[config.mk]
export PLATFORM = sky130hd
export DESIGN_NAME = ntlc_ctrl
export DESIGN_NICKNAME = d
export VERILOG_FILES = /design/src/common/ntlc_pkg.sv /design/src/ntlc_ctrl.sv /design/src/ntlc_sync.sv
export SDC_FILE = /design/constraint.sdc
export NUM_CORES = 1
export LEC_CHECK = 0
export BUFFER_PORTS_ARGS = -buffer_cell sky130_fd_sc_hd__buf_2
export CORE_MARGIN = 10
export CORE_UTILIZATION = 49
export DETAILED_ROUTE_END_ITERATION = 8
export GPL_TIMING_DRIVEN = 0
export PLACE_DENSITY_LB_ADDON = 0.25
export SLEW_MARGIN = 20
export SYNTH_ARGS = -nofsm -noshare
export SYNTH_HDL_FRONTEND = slang
export SYNTH_HIERARCHICAL = 1
export SYNTH_SLANG_ARGS = --single-unit
[constraint.sdc]
create_clock -name clk -period 2.06 [get_ports clk]
set_input_delay 0.412 -clock clk [delete_from_list [all_inputs] [get_ports clk]]
set_output_delay 0.412 -clock clk [all_outputs]
set_load 0.02 [all_outputs]
[src/common/ntlc_pkg.sv]
// package: shared types and constants for the nt1 test/loopback control block
package ntlc_pkg;

  // ----------------------------------------------------------------
  // timing
  // ----------------------------------------------------------------
  localparam int unsigned CLK_PERIOD_PS   = 4000;
  localparam int unsigned PULSE3_PERIOD_US = 100;   // 0.1 ms
  localparam int unsigned PULSE0_PERIOD_US = 1000;  // 1 ms
  localparam int unsigned PULSE3_CYCLES =
    (PULSE3_PERIOD_US * 1000000) / CLK_PERIOD_PS;
  localparam int unsigned PULSE0_CYCLES =
    (PULSE0_PERIOD_US * 1000000) / CLK_PERIOD_PS;
  localparam int unsigned PULSE_CNT_W = 18;

  // ----------------------------------------------------------------
  // reset values and codes
  // ----------------------------------------------------------------
  localparam logic [2:0] TSEL_LOOP2   = 3'h0;
  localparam logic [2:0] TSEL_LOOPC   = 3'h1;
  localparam logic [2:0] TSEL_PULSE3  = 3'h2;
  localparam logic [2:0] TSEL_PN      = 3'h3;
  localparam logic [2:0] TSEL_PULSE0  = 3'h4;
  localparam logic [2:0] TSEL_INFO2   = 3'h5;
  localparam logic [2:0] TSEL_INFO4   = 3'h6;
  localparam logic [2:0] TSEL_CHIP    = 3'h7;
  localparam logic [7:0] IDLE_BYTE    = 8'hff;
  localparam logic [1:0] IDLE_D       = 2'h3;
  localparam logic [6:0] PN_SEED      = 7'h7f;
  localparam int unsigned SYNC_W      = 11;

  // st-side line signal selection
  typedef enum logic [3:0] {
    NTLC_ST_DATA  = 4'b0001,
    NTLC_ST_INFO0 = 4'b0010,
    NTLC_ST_INFO2 = 4'b0100,
    NTLC_ST_INFO4 = 4'b1000
  } ntlc_st_info_t;

  // u-side test signal selection
  typedef enum logic [3:0] {
    NTLC_U_DATA   = 4'b0001,
    NTLC_U_PULSE3 = 4'b0010,
    NTLC_U_PN     = 4'b0100,
    NTLC_U_PULSE0 = 4'b1000
  } ntlc_u_test_t;

  // one 2b+d octet group
  typedef struct packed {
    logic [7:0] b1;
    logic [7:0] b2;
    logic [1:0] d;
  } ntlc_bd_t;

  // static control pins as a group
  typedef struct packed {
    logic       uoa_sel;
    logic       st_only_activation_n;
    logic       local_test_n;
    logic [2:0] test_sel;
    logic       loop_transparent_sel;
    logic       metallic_test_en;
    logic       line_full_reset_in;
    logic       b1_loopc_n;
    logic       b2_loopc_n;
    logic       fixed_timing_n;
    logic       power_loss_detect_en;
    logic       power_status_a;
    logic       power_status_b;
    logic       internal_rx_sel;
  } ntlc_pins_t;

endpackage

[src/ntlc_ctrl.sv]
// top: nt1 test, loopback and termination control
`timescale 1ns/100ps
module ntlc_ctrl
  import ntlc_pkg::*;
(
  input  wire logic          clk,                 // 250 mhz system clock
  input  wire logic          rstn,                // async reset, active low
  input  wire ntlc_pins_t    pins,                // static control pins (async)
  input  wire logic          h_state_is_h1,       // h machine in full-reset state
  input  wire logic          u_synced,            // u interface synchronised
  input  wire logic          rx_uoa_bit,          // received m4 uoa bit
  input  wire logic          rx_act_bit,          // received m4 act bit
  input  wire logic          eoc_loop2_req,       // eoc 2b+d loop 2 active request
  input  wire logic          eoc_b1_req,          // eoc b1 loop 2 request
  input  wire logic          eoc_b2_req,          // eoc b2 loop 2 request
  input  wire ntlc_bd_t      u_rx,                // data received from u
  input  wire ntlc_bd_t      st_rx,               // data received from s/t
  input  wire logic          frame_en,            // one-cycle frame strobe
  output ntlc_bd_t           st_tx,               // data sent to s/t
  output ntlc_bd_t           u_tx,                // data sent to u
  output ntlc_st_info_t      st_info,             // s/t line signal choice
  output ntlc_u_test_t       u_test,              // u line test signal choice
  output logic               u_pulse,             // single test pulse strobe
  output logic               u_pn_bit,            // pn test bit
  output logic               dc_term_switch,      // dc termination on
  output logic               st_act_enable,       // s/t activation allowed
  output logic               force_g3,            // force g machine to g3
  output logic               force_h1,            // force h machine to h1
  output logic               test_indicator,      // local test lamp
  output logic               tx_ntm_bit,          // m4 ntm bit to lt
  output logic               tx_ps1,              // m channel ps1
  output logic               tx_ps2,              // m channel ps2
  output logic               adaptive_timing,     // s/t adaptive sampling
  output logic               loop2_relay_ctl,     // external loop 2 relay
  output logic               eoc_unable           // unable-to-comply echo
);

  // ----------------------------------------------------------------
  // pin synchronisation
  // ----------------------------------------------------------------
  ntlc_pins_t p;

  ntlc_sync #(.W($bits(ntlc_pins_t))) u_sync (
    .clk  (clk),
    .rstn (rstn),
    .din  (pins),
    .dout (p)
  );

  // ----------------------------------------------------------------
  // decode
  // ----------------------------------------------------------------
  logic local_test;
  logic lt_loop2;
  logic lt_loopc;
  logic man_b1;
  logic man_b2;
  logic loopc_b1;
  logic loopc_b2;
  logic any_loopc;
  logic ext_mode;
  logic full_loop2;
  logic ext_loop2;
  logic nontransp;
  logic psd_eff;

  assign local_test = !p.local_test_n;
  assign lt_loop2   = local_test && (p.test_sel == TSEL_LOOP2);
  assign lt_loopc   = local_test && (p.test_sel == TSEL_LOOPC);
  assign man_b1     = !p.b1_loopc_n;
  assign man_b2     = !p.b2_loopc_n;
  assign loopc_b1   = man_b1 || lt_loopc;
  assign loopc_b2   = man_b2 || lt_loopc;
  assign any_loopc  = loopc_b1 || loopc_b2;
  assign ext_mode   = !p.internal_rx_sel;
  // manual loop c keeps priority over eoc loop 2
  assign full_loop2 = (lt_loop2 || (eoc_loop2_req && !any_loopc));
  assign ext_loop2  = full_loop2 && ext_mode && rx_uoa_bit;
  assign nontransp  = !p.loop_transparent_sel;
  assign psd_eff    = p.power_loss_detect_en && !local_test;

  // ----------------------------------------------------------------
  // static control outputs
  // ----------------------------------------------------------------
  always_ff @(posedge clk or negedge rstn)
  begin
    if (!rstn)
    begin
      dc_term_switch  <= 1'b0;
      st_act_enable   <= 1'b0;
      force_g3        <= 1'b0;
      force_h1        <= 1'b0;
      test_indicator  <= 1'b0;
      tx_ntm_bit      <= 1'b1;
      tx_ps1          <= 1'b1;
      tx_ps2          <= 1'b0;
      adaptive_timing <= 1'b1;
      loop2_relay_ctl <= 1'b0;
      eoc_unable      <= 1'b0;
    end
    else
    begin
      dc_term_switch  <= !h_state_is_h1;
      st_act_enable   <= p.uoa_sel ? rx_uoa_bit : 1'b1;
      force_g3        <= !p.st_only_activation_n;
      force_h1        <= p.metallic_test_en && p.line_full_reset_in;
      test_indicator  <= local_test;
      tx_ntm_bit      <= !(local_test && u_synced);
      tx_ps1          <= psd_eff ? p.power_status_a : 1'b1;
      tx_ps2          <= psd_eff ? p.power_status_b : 1'b0;
      adaptive_timing <= p.fixed_timing_n;
      loop2_relay_ctl <= ext_loop2;
      // eoc request refused while a manual or local loop c holds
      eoc_unable      <= any_loopc && (eoc_loop2_req || eoc_b1_req || eoc_b2_req);
    end
  end

  // ----------------------------------------------------------------
  // s/t line signal and u test signal selection
  // ----------------------------------------------------------------
  ntlc_st_info_t st_info_d;
  ntlc_u_test_t  u_test_d;

  always_comb
  begin
    st_info_d = NTLC_ST_DATA;
    u_test_d  = NTLC_U_DATA;
    if (local_test && p.test_sel == TSEL_INFO2)
      st_info_d = NTLC_ST_INFO2;
    else if (local_test && p.test_sel == TSEL_INFO4)
      st_info_d = NTLC_ST_INFO4;
    else if (full_loop2 && (nontransp || (ext_mode && !rx_uoa_bit)))
      st_info_d = NTLC_ST_INFO0;
    else if (full_loop2 && !rx_act_bit)
      st_info_d = NTLC_ST_INFO2;
    if (local_test && p.test_sel == TSEL_PULSE3)
      u_test_d = NTLC_U_PULSE3;
    else if (local_test && p.test_sel == TSEL_PN)
      u_test_d = NTLC_U_PN;
    else if (local_test && p.test_sel == TSEL_PULSE0)
      u_test_d = NTLC_U_PULSE0;
  end

  // registered so that the outputs come straight from flops
  always_ff @(posedge clk or negedge rstn)
  begin
    if (!rstn)
    begin
      st_info <= NTLC_ST_DATA;
      u_test  <= NTLC_U_DATA;
    end
    else
    begin
      st_info <= st_info_d;
      u_test  <= u_test_d;
    end
  end

  // ----------------------------------------------------------------
  // test pulse period counter; held cleared while neither pulse mode is selected
  // ----------------------------------------------------------------
  logic [PULSE_CNT_W-1:0] pcnt_q;
  logic [PULSE_CNT_W-1:0] plimit;

  assign plimit = (u_test == NTLC_U_PULSE3) ? PULSE_CNT_W'(PULSE3_CYCLES - 1)
                                            : PULSE_CNT_W'(PULSE0_CYCLES - 1);

  always_ff @(posedge clk or negedge rstn)
  begin
    if (!rstn)
    begin
      pcnt_q  <= '0;
      u_pulse <= 1'b0;
    end
    else if (u_test != NTLC_U_PULSE3 && u_test != NTLC_U_PULSE0)
    begin
      pcnt_q  <= '0;
      u_pulse <= 1'b0;
    end
    else
    begin
      u_pulse <= (pcnt_q == plimit);
      pcnt_q  <= (pcnt_q == plimit) ? '0 : pcnt_q + 1'b1;
    end
  end

  // ----------------------------------------------------------------
  // pn pattern, x^7+x^6+1, one bit per frame strobe
  // ----------------------------------------------------------------
  logic [6:0] pn_q;

  always_ff @(posedge clk or negedge rstn)
  begin
    if (!rstn)
    begin
      pn_q     <= PN_SEED;
      u_pn_bit <= 1'b0;
    end
    else if (u_test == NTLC_U_PN && frame_en)
    begin
      pn_q     <= {pn_q[5:0], pn_q[6] ^ pn_q[5]};
      u_pn_bit <= pn_q[6];
    end
  end

  // ----------------------------------------------------------------
  // data routing: loop c toward s/t, loop 2 toward u
  // ----------------------------------------------------------------
  logic eoc_b1_eff;
  logic eoc_b2_eff;
  logic int_loop2;

  // eoc partial loops refused while any loop c holds
  assign eoc_b1_eff = eoc_b1_req && !any_loopc;
  assign eoc_b2_eff = eoc_b2_req && !any_loopc;
  // external loop point leaves u data untouched inside the chip
  assign int_loop2  = full_loop2 && !ext_loop2;

  always_ff @(posedge clk or negedge rstn)
  begin
    if (!rstn)
    begin
      st_tx <= '{b1: IDLE_BYTE, b2: IDLE_BYTE, d: IDLE_D};
      u_tx  <= '{b1: IDLE_BYTE, b2: IDLE_BYTE, d: IDLE_D};
    end
    else if (frame_en)
    begin
      // s/t side: loop c returns s/t data, d stays transparent
      st_tx.b1 <= loopc_b1 ? st_rx.b1 : u_rx.b1;
      st_tx.b2 <= loopc_b2 ? st_rx.b2 : u_rx.b2;
      st_tx.d  <= u_rx.d;
      if (full_loop2 && nontransp)
        st_tx <= '{b1: IDLE_BYTE, b2: IDLE_BYTE, d: IDLE_D};
      else
      begin
        if (eoc_b1_eff && nontransp)
          st_tx.b1 <= IDLE_BYTE;
        if (eoc_b2_eff && nontransp)
          st_tx.b2 <= IDLE_BYTE;
      end
      // u side: loop 2 returns u data
      u_tx.b1 <= (int_loop2 || eoc_b1_eff) ? u_rx.b1 : st_rx.b1;
      u_tx.b2 <= (int_loop2 || eoc_b2_eff) ? u_rx.b2 : st_rx.b2;
      u_tx.d  <= int_loop2 ? u_rx.d : st_rx.d;
      if (loopc_b1 && nontransp)
        u_tx.b1 <= IDLE_BYTE;
      if (loopc_b2 && nontransp)
        u_tx.b2 <= IDLE_BYTE;
    end
  end

  // ----------------------------------------------------------------
  // checks
  // ----------------------------------------------------------------
  // checks wake one edge after reset lifts: the release edge itself
  // still loads reset values, so a check started there would misfire
  logic chk_on_q;

  always_ff @(posedge clk or negedge rstn)
  begin
    if (!rstn)
      chk_on_q <= 1'b0;
    else
      chk_on_q <= 1'b1;
  end
endmodule

[src/ntlc_sync.sv]
// three-stage pin synchroniser with second/third agreement
`timescale 1ns/100ps
module ntlc_sync
  import ntlc_pkg::*;
#(
  parameter int unsigned W = 1
)(
  input  wire logic         clk,   // system clock
  input  wire logic         rstn,  // async reset, active low
  input  wire logic [W-1:0] din,   // asynchronous pin levels
  output logic      [W-1:0] dout   // filtered synchronous levels
);

  logic [W-1:0] s1_q;
  logic [W-1:0] s2_q;
  logic [W-1:0] s3_q;

  // ----------------------------------------------------------------
  // shift chain; stage one is read only by stage two
  // ----------------------------------------------------------------
  always_ff @(posedge clk or negedge rstn)
  begin
    if (!rstn)
    begin
      s1_q <= '0;
      s2_q <= '0;
      s3_q <= '0;
    end
    else
    begin
      s1_q <= din;
      s2_q <= s1_q;
      s3_q <= s2_q;
    end
  end

  // ----------------------------------------------------------------
  // accept a change only when stages two and three agree
  // ----------------------------------------------------------------
  genvar i;
  generate
    for (i = 0; i < W; i++)
    begin : g_bit
      always_ff @(posedge clk or negedge rstn)
      begin
        if (!rstn)
          dout[i] <= 1'b0;
        else if (s2_q[i] == s3_q[i])
          dout[i] <= s3_q[i];
      end
    end
  endgenerate

endmodule
### Word level (Yosys, flattened, before mapping)

Index checks and enable logic that the tools add are counted.

* add/sub/neg operators: 1
* equality and inequality tests: 27
* multiplexer cells: 25
* bitwise logic cells: 1
* reduce and logical (&&, ||, !) cells: 49

Operators with widths (number)
* 8-bit two-way mux: 8
* 18-bit two-way mux: 3
* 1-bit logical AND: 27
* 4-bit two-way mux: 5
* 18-bit by 1-bit adder with 18-bit output (second input constant): 1
* 18-bit == test: 1
* 1-bit == test: 16
* 16-bit two-way mux: 1
* 1-bit zero test: 12
* 3-bit == test (second input constant): 3
* 1-bit logical OR: 9
* 3-bit by 2-bit == test with 1-bit output (second input constant): 2
* 3-bit two-way mux: 2
* 4-bit by 2-bit == test with 1-bit output (second input constant): 1
* 4-bit by 3-bit == test with 1-bit output (second input constant): 1
* 1-bit two-way mux: 4
* 2-bit two-way mux: 2
* 4-bit by 2-bit != test with 1-bit output (second input constant): 1
* 4-bit != test (second input constant): 1
* 3-bit by 1-bit == test with 1-bit output (second input constant): 1
* 3-bit zero test: 1
* 1-bit XOR: 1

* bits in registers: 146
* bits of input ports: 62
* output and inout port bits: 57
* logic and storage cells: 145

### Logic depth before layout (Yosys ltp)

* depth in word-level cells: 14
* mapped depth: 7
* depth with buffers taken out: 5

### Hierarchy

Netlist, hierarchy kept.

By module, submodules not included
* ntlc_ctrl: times used 1, cells an instance 393, area an instance 3968.8 um^2, sequential area each 2112.0 um^2
* ntlc_sync: times used 1, cells an instance 80, area an instance 1781.7 um^2, sequential area each 1601.5 um^2

### Worst setup path after synthesis

Ideal clock, no wire load.

* kind: reg2reg
* from: register u_sync.dout[12]
* to: register u_tx[14] (netlist bit)
* setup time: 0.095 ns
* arrival: 1.958 ns
* data required time: 1.965 ns
* path slack: 0.007 ns
* cell stages (with the launch flop): 7
* path buffers: 2
* clock period less this slack: 2.053 ns
* cell sequence: dfrtp_1 -> or4b_1 -> buf_6 -> a41o_4 -> buf_6 -> a2111oi_0 -> a211oi_1

* longest elaborated chain between the ends: 14
* elaborated cells on any way between the ends: 19
* classes of those cells: 1 x eq/ne; 2 x mux; 16 x reduce/logical

Ends and longest elaborated chain
* start: declaration: line ntlc_sync.sv:11 `output logic [W-1:0] dout`
* start signal: indexed assignment: line ntlc_sync.sv:49 `dout[i] <= s3_q[i];`
* 3-bit by 1-bit == test with 1-bit output: line ntlc_ctrl.sv:69 `assign lt_loopc = local_test && (p.test_sel == TSEL_LOOPC);`
* 1-bit logical AND: line ntlc_ctrl.sv:69
* 1-bit logical OR (on tied branches): line ntlc_ctrl.sv:72, ntlc_ctrl.sv:73
* 1-bit logical OR: line ntlc_ctrl.sv:74 `assign any_loopc = loopc_b1 || loopc_b2;`
* 1-bit zero test: line ntlc_ctrl.sv:77, ntlc_ctrl.sv:214
* 1-bit logical AND: line ntlc_ctrl.sv:77 `assign full_loop2 = (lt_loop2 || (eoc_loop2_req && !any_loopc));`
* 1-bit logical OR: line ntlc_ctrl.sv:77
* 1-bit logical AND (2 in a row): line ntlc_ctrl.sv:78 `assign ext_loop2 = full_loop2 && ext_mode && rx_uoa_bit;`
* 1-bit zero test: line ntlc_ctrl.sv:217 `assign int_loop2 = full_loop2 && !ext_loop2;`
* 1-bit logical AND: line ntlc_ctrl.sv:217
* 1-bit logical OR: line ntlc_ctrl.sv:242 `u_tx.b1 <= (int_loop2 || eoc_b1_eff) ? u_rx.b1 : st_rx.b1;`
* 8-bit two-way mux: line ntlc_ctrl.sv:242
* 8-bit two-way mux *: line ntlc_ctrl.sv:245 `if (loopc_b1 && nontransp)`
* end signal: assignment: line ntlc_ctrl.sv:224 `u_tx <= '{b1: IDLE_BYTE, b2: IDLE_BYTE, d: IDLE_D};`
* end: declaration: line ntlc_ctrl.sv:20 `output ntlc_bd_t u_tx,`

Mark *: on every way between the ends. The rest lies on a longest branch, timed or not.
A chain may end at the register's enable or synchronous reset.

### Final worst setup path

* from: register u_sync.dout[13]
* to: register u_tx[9] (netlist bit)

* longest elaborated chain between the ends: 14
* elaborated cells on any way between the ends: 18
* classes of those cells: 2 x mux; 16 x reduce/logical

Ends and longest elaborated chain
* 1-bit zero test *: line ntlc_ctrl.sv:67 `assign local_test = !p.local_test_n;`
* 1-bit logical AND: line ntlc_ctrl.sv:69
* 1-bit logical OR (on tied branches): line ntlc_ctrl.sv:72, ntlc_ctrl.sv:73
* 1-bit logical OR: line ntlc_ctrl.sv:74
* 1-bit zero test: line ntlc_ctrl.sv:77, ntlc_ctrl.sv:215
* 1-bit logical AND: line ntlc_ctrl.sv:77
* 1-bit logical OR: line ntlc_ctrl.sv:77
* 1-bit logical AND (2 in a row): line ntlc_ctrl.sv:78
* 1-bit zero test: line ntlc_ctrl.sv:217
* 1-bit logical AND: line ntlc_ctrl.sv:217
* 1-bit logical OR: line ntlc_ctrl.sv:243 `u_tx.b2 <= (int_loop2 || eoc_b2_eff) ? u_rx.b2 : st_rx.b2;`
* 8-bit two-way mux: line ntlc_ctrl.sv:243
* 8-bit two-way mux *: line ntlc_ctrl.sv:247 `if (loopc_b2 && nontransp)`

Marked as above.

==> impl_metrics.toml <==
[final_layout]
syn2layout_area_growth_pct = 31.92
diodes = 0
layout_commonest_cell = "buf_2"
nNetsFinal = 684
drive_above_1_share_pct = 46.53
fin_area_sq_um = 7586
layout_common_cells = "buf_2 (117), dfrtp_1 (94), nor2_1 (62)"
finalNonFillerCells = 777
fin_util_pct = 66.15

[route]
via_per_inst = 5.577
firstDrtPassIters = 5
drc = 0
drt_wl_total_mm = 14.33
ant_nets = 0
wl_per_cell_microns = 18.44
drt_iter0_drc = 329
num_vias = 4333

[critical_path]
r2r_start = "u_sync/dout[13]$_DFFE_PN0N_"
crit_fanout = 8
worst_setup_path_start_kind = "flip-flop"
crit_type = "reg -> reg"
endpoint_kind = "flip-flop"
worstPathRequired_ns = 2.41
reg2reg_slack_ns = -0.009
crit_arrival_ns = 2.42
r2r-end = "u_tx[9]$_DFFE_PN1P_"
r2r_cells = 5

[global_routing]
grt-ovfl-total = 0
grtUsageTotal_pct = 17.53
use_met2_pct = 26.83
grtUsageMet3_pct = 5.708
grt.busiest_layer = "met2"
met1_usage_pct = 21.75
grt_max_degree = 94
antenna_found_initial = 0
grt_pass1_vias = 4433
grt_pass1_wl_mm = 22.58

[sta]
tns_ns = -0.02085
rsz0062_at_grt = "yes"
drv_slew = 0
post-route-min-period_ns = 2.069
fmax_mhz = 483.3
finalHoldViolCount = 0
setup_violations = 3
tightest_slew_ns = 1.103
fin_crit_sh_pct = 100.4
fin_skew_ns = 0.01009
fin_hold_ws_ns = 0.08577
fin_ws_ns = -0.009244
max_slew_margin_pct = 26.48

[placement]
pre_cts_ws_ns = -0.4250
port_buffers = 117
gp_congestion = 0.8925
placed_cells = 734
postPlaceCellArea_sq_um = 6553
detailed_place_hpwl_mm = 9.503

[die]
die_h_microns = 128.3
core_sq_um = 11470
die_x_microns = 128.3
dieArea_sq_um = 16470
initial_core_util_pct = 50.15
rows = 39
io_pins = 119

[pwr]
p_sw_share_pct = 28.06
p_per_area_nw_per_um2 = 999.6
p_int_mw = 5.455
p_total_mw = 7.583
p_comb_share_pct = 15.5
p_leak_nw = 3.192
clkPwrFrac_pct = 40.2
power_frac_seq_pct = 44.3
power_switching_mw = 2.128
ir_drop_mv = 0.8051

[logic_synthesis]
synth-async-reset-ratio_pct = 100.0
yosys_warnings = 6
avgSynthCellArea_sq_um = 12.16
synthesis.area_sq_um = 5751
synth.distinct_cells = 49
ys_ff_latch = 146
synth_edf_count = 0
ys.flop_type = "dfrtp_1"
seq_area_frac_synth_pct = 64.58
netlist_instances = 473
syn_nets = 536

[clock_network]
cts_tree = "yes"
numCtsBuffers = 17
root_buffer = "clkbuf_16"
clk_path_buf_depth = 2
h-tree-depth = 4
cts.sinks = 146
path_clk_slew_ns = 0.06
worstSkewPairLatency_ns = 0.43

[flow_run]
maxCapViolations = 0

[hold_path]
hp-class = "in -> reg"
holdPathEnd = "u_sync/s1_q[11]$_DFF_PN0_"
min-delay-start = "pins[11]"
holdPathStages = 1

[run_status]
violations = "setup timing"
status = "finished, violations left"
worst max-delay path, cell delays in order (launching register included):
cell and delay [ns]:
dfrtp_2 0.45, or4b_4 0.59, a41o_4 0.33, buf_8 0.15, a21o_4 0.25, a211oi_2 0.23
flip-flops by register name, indices dropped and copies added, names as in the netlist, 4 cells and up:
name         count
u_sync/dout     16
u_test           4
u_sync/s3_q     16
st_tx           18
pcnt_q          18
u_sync/s1_q     16
u_sync/s2_q     16
pn_q             7
st_info          4
u_tx            18
synthesized netlist by cell type, drive strengths merged, types with 2 or more instances:
master	count	area, sq um
o21ai	5	25.02
dfrtp	98	2452
nand3	11	55.05
xnor2	6	52.55
clkbuf	13	48.80
mux2	7	78.83
nor2b	3	18.77
a211oi	20	150.1
or4	2	15.01
nand2	43	161.4
nor2	62	232.7
and4	3	28.78
a2111oi	16	140.1
nand2b	2	12.51
and2	6	40.03
dfstp	48	1261
and3	4	26.28
a21oi	9	48.80
nand4	7	43.79
nor4	5	37.53
nor3	17	85.08
o31ai	3	22.52
nor4b	2	17.52
or3	4	25.02
or4b	2	20.02
buf	10	66.31
a31oi	22	173.9
inv	7	26.28
nor4bb	2	20.02
maj3	16	180.2
xor2	8	70.07
a21o	2	30.03
power by group through the flow:
stage                     combinational (mW)  sequential (mW)  clock, mW
final                                   1.18             3.36       3.05
after global routing                    1.27             3.39       3.24
after CTS                               1.11             3.36       3.12
after detailed placement               0.976             3.40          0
after global placement                 0.947             3.39          0
after floorplan                        0.370             3.58          0
kinds of logic (layout without fill, tap and decap cells):
| logic type | after synthesis | in the layout | synth area share [%] |
|---|---|---|---|
| AND/OR/NAND/NOR | 177 | 178 | 14.86 |
| flip-flops | 146 | 146 | 64.58 |
| AO/OA/AOI/OAI | 82 | 82 | 11.25 |
| buffers and inverters | 30 | 190 | 2.459 |
| adder cells (fa/ha/maj) | 17 | 17 | 3.351 |
| XOR/XNOR | 14 | 14 | 2.132 |
| multiplexers | 7 | 7 | 1.371 |
what timing repair did:
action / in CTS / in global routing
resized for setup: 60 / 17
cloned: 1 / 0
hold endpoints to repair: 26 / 0
setup buffers: 7 / 7
endpoints found under the setup margin: 45 / 37
hold buffers: 1 / 0
pin swaps: 6 / 8
area by class of cell:
| type | instances | area [sq um] |
|---|---|---|
| fillers | 817 | 3881 |
| flip-flops and latches | 146 | 3719 |
| multi-input cells | 298 | 2226 |
| repair buffers | 133 | 738.2 |
| clock buffers | 19 | 432.9 |
| well taps | 143 | 178.9 |
| clock inverters | 13 | 151.4 |
| plain buffers | 18 | 113.9 |
| inverters | 7 | 26.28 |
worst max-delay path by stage:
stage	start	slack, ns	end
floorplan	u_sync/dout[12]$_DFFE_PN0N_	0.007	u_tx[14]$_DFFE_PN1P_
global placement	rstn	-1.29	u_sync/s1_q[5]$_DFF_PN0_
detailed placement	u_sync/dout[13]$_DFFE_PN0N_	-0.43	st_tx[6]$_DFFE_PN1P_
CTS	u_sync/dout[13]$_DFFE_PN0N_	-0.03	u_tx[3]$_DFFE_PN1P_
global route	u_sync/dout[13]$_DFFE_PN0N_	-0.06	u_tx[7]$_DFFE_PN1P_
finish	u_sync/dout[13]$_DFFE_PN0N_	-0.009	u_tx[9]$_DFFE_PN1P_
metal layers:
| layer | part of all wire [%] | wire (microns) |
|---|---|---|
| met1 | 41 | 5914 |
| met2 | 49 | 7040 |
| met3 | 6.9 | 983 |
| met4 | 2.7 | 388 |
| met5 | 0 | 0 |
No activity file was read; power rests on OpenSTA's default activity.
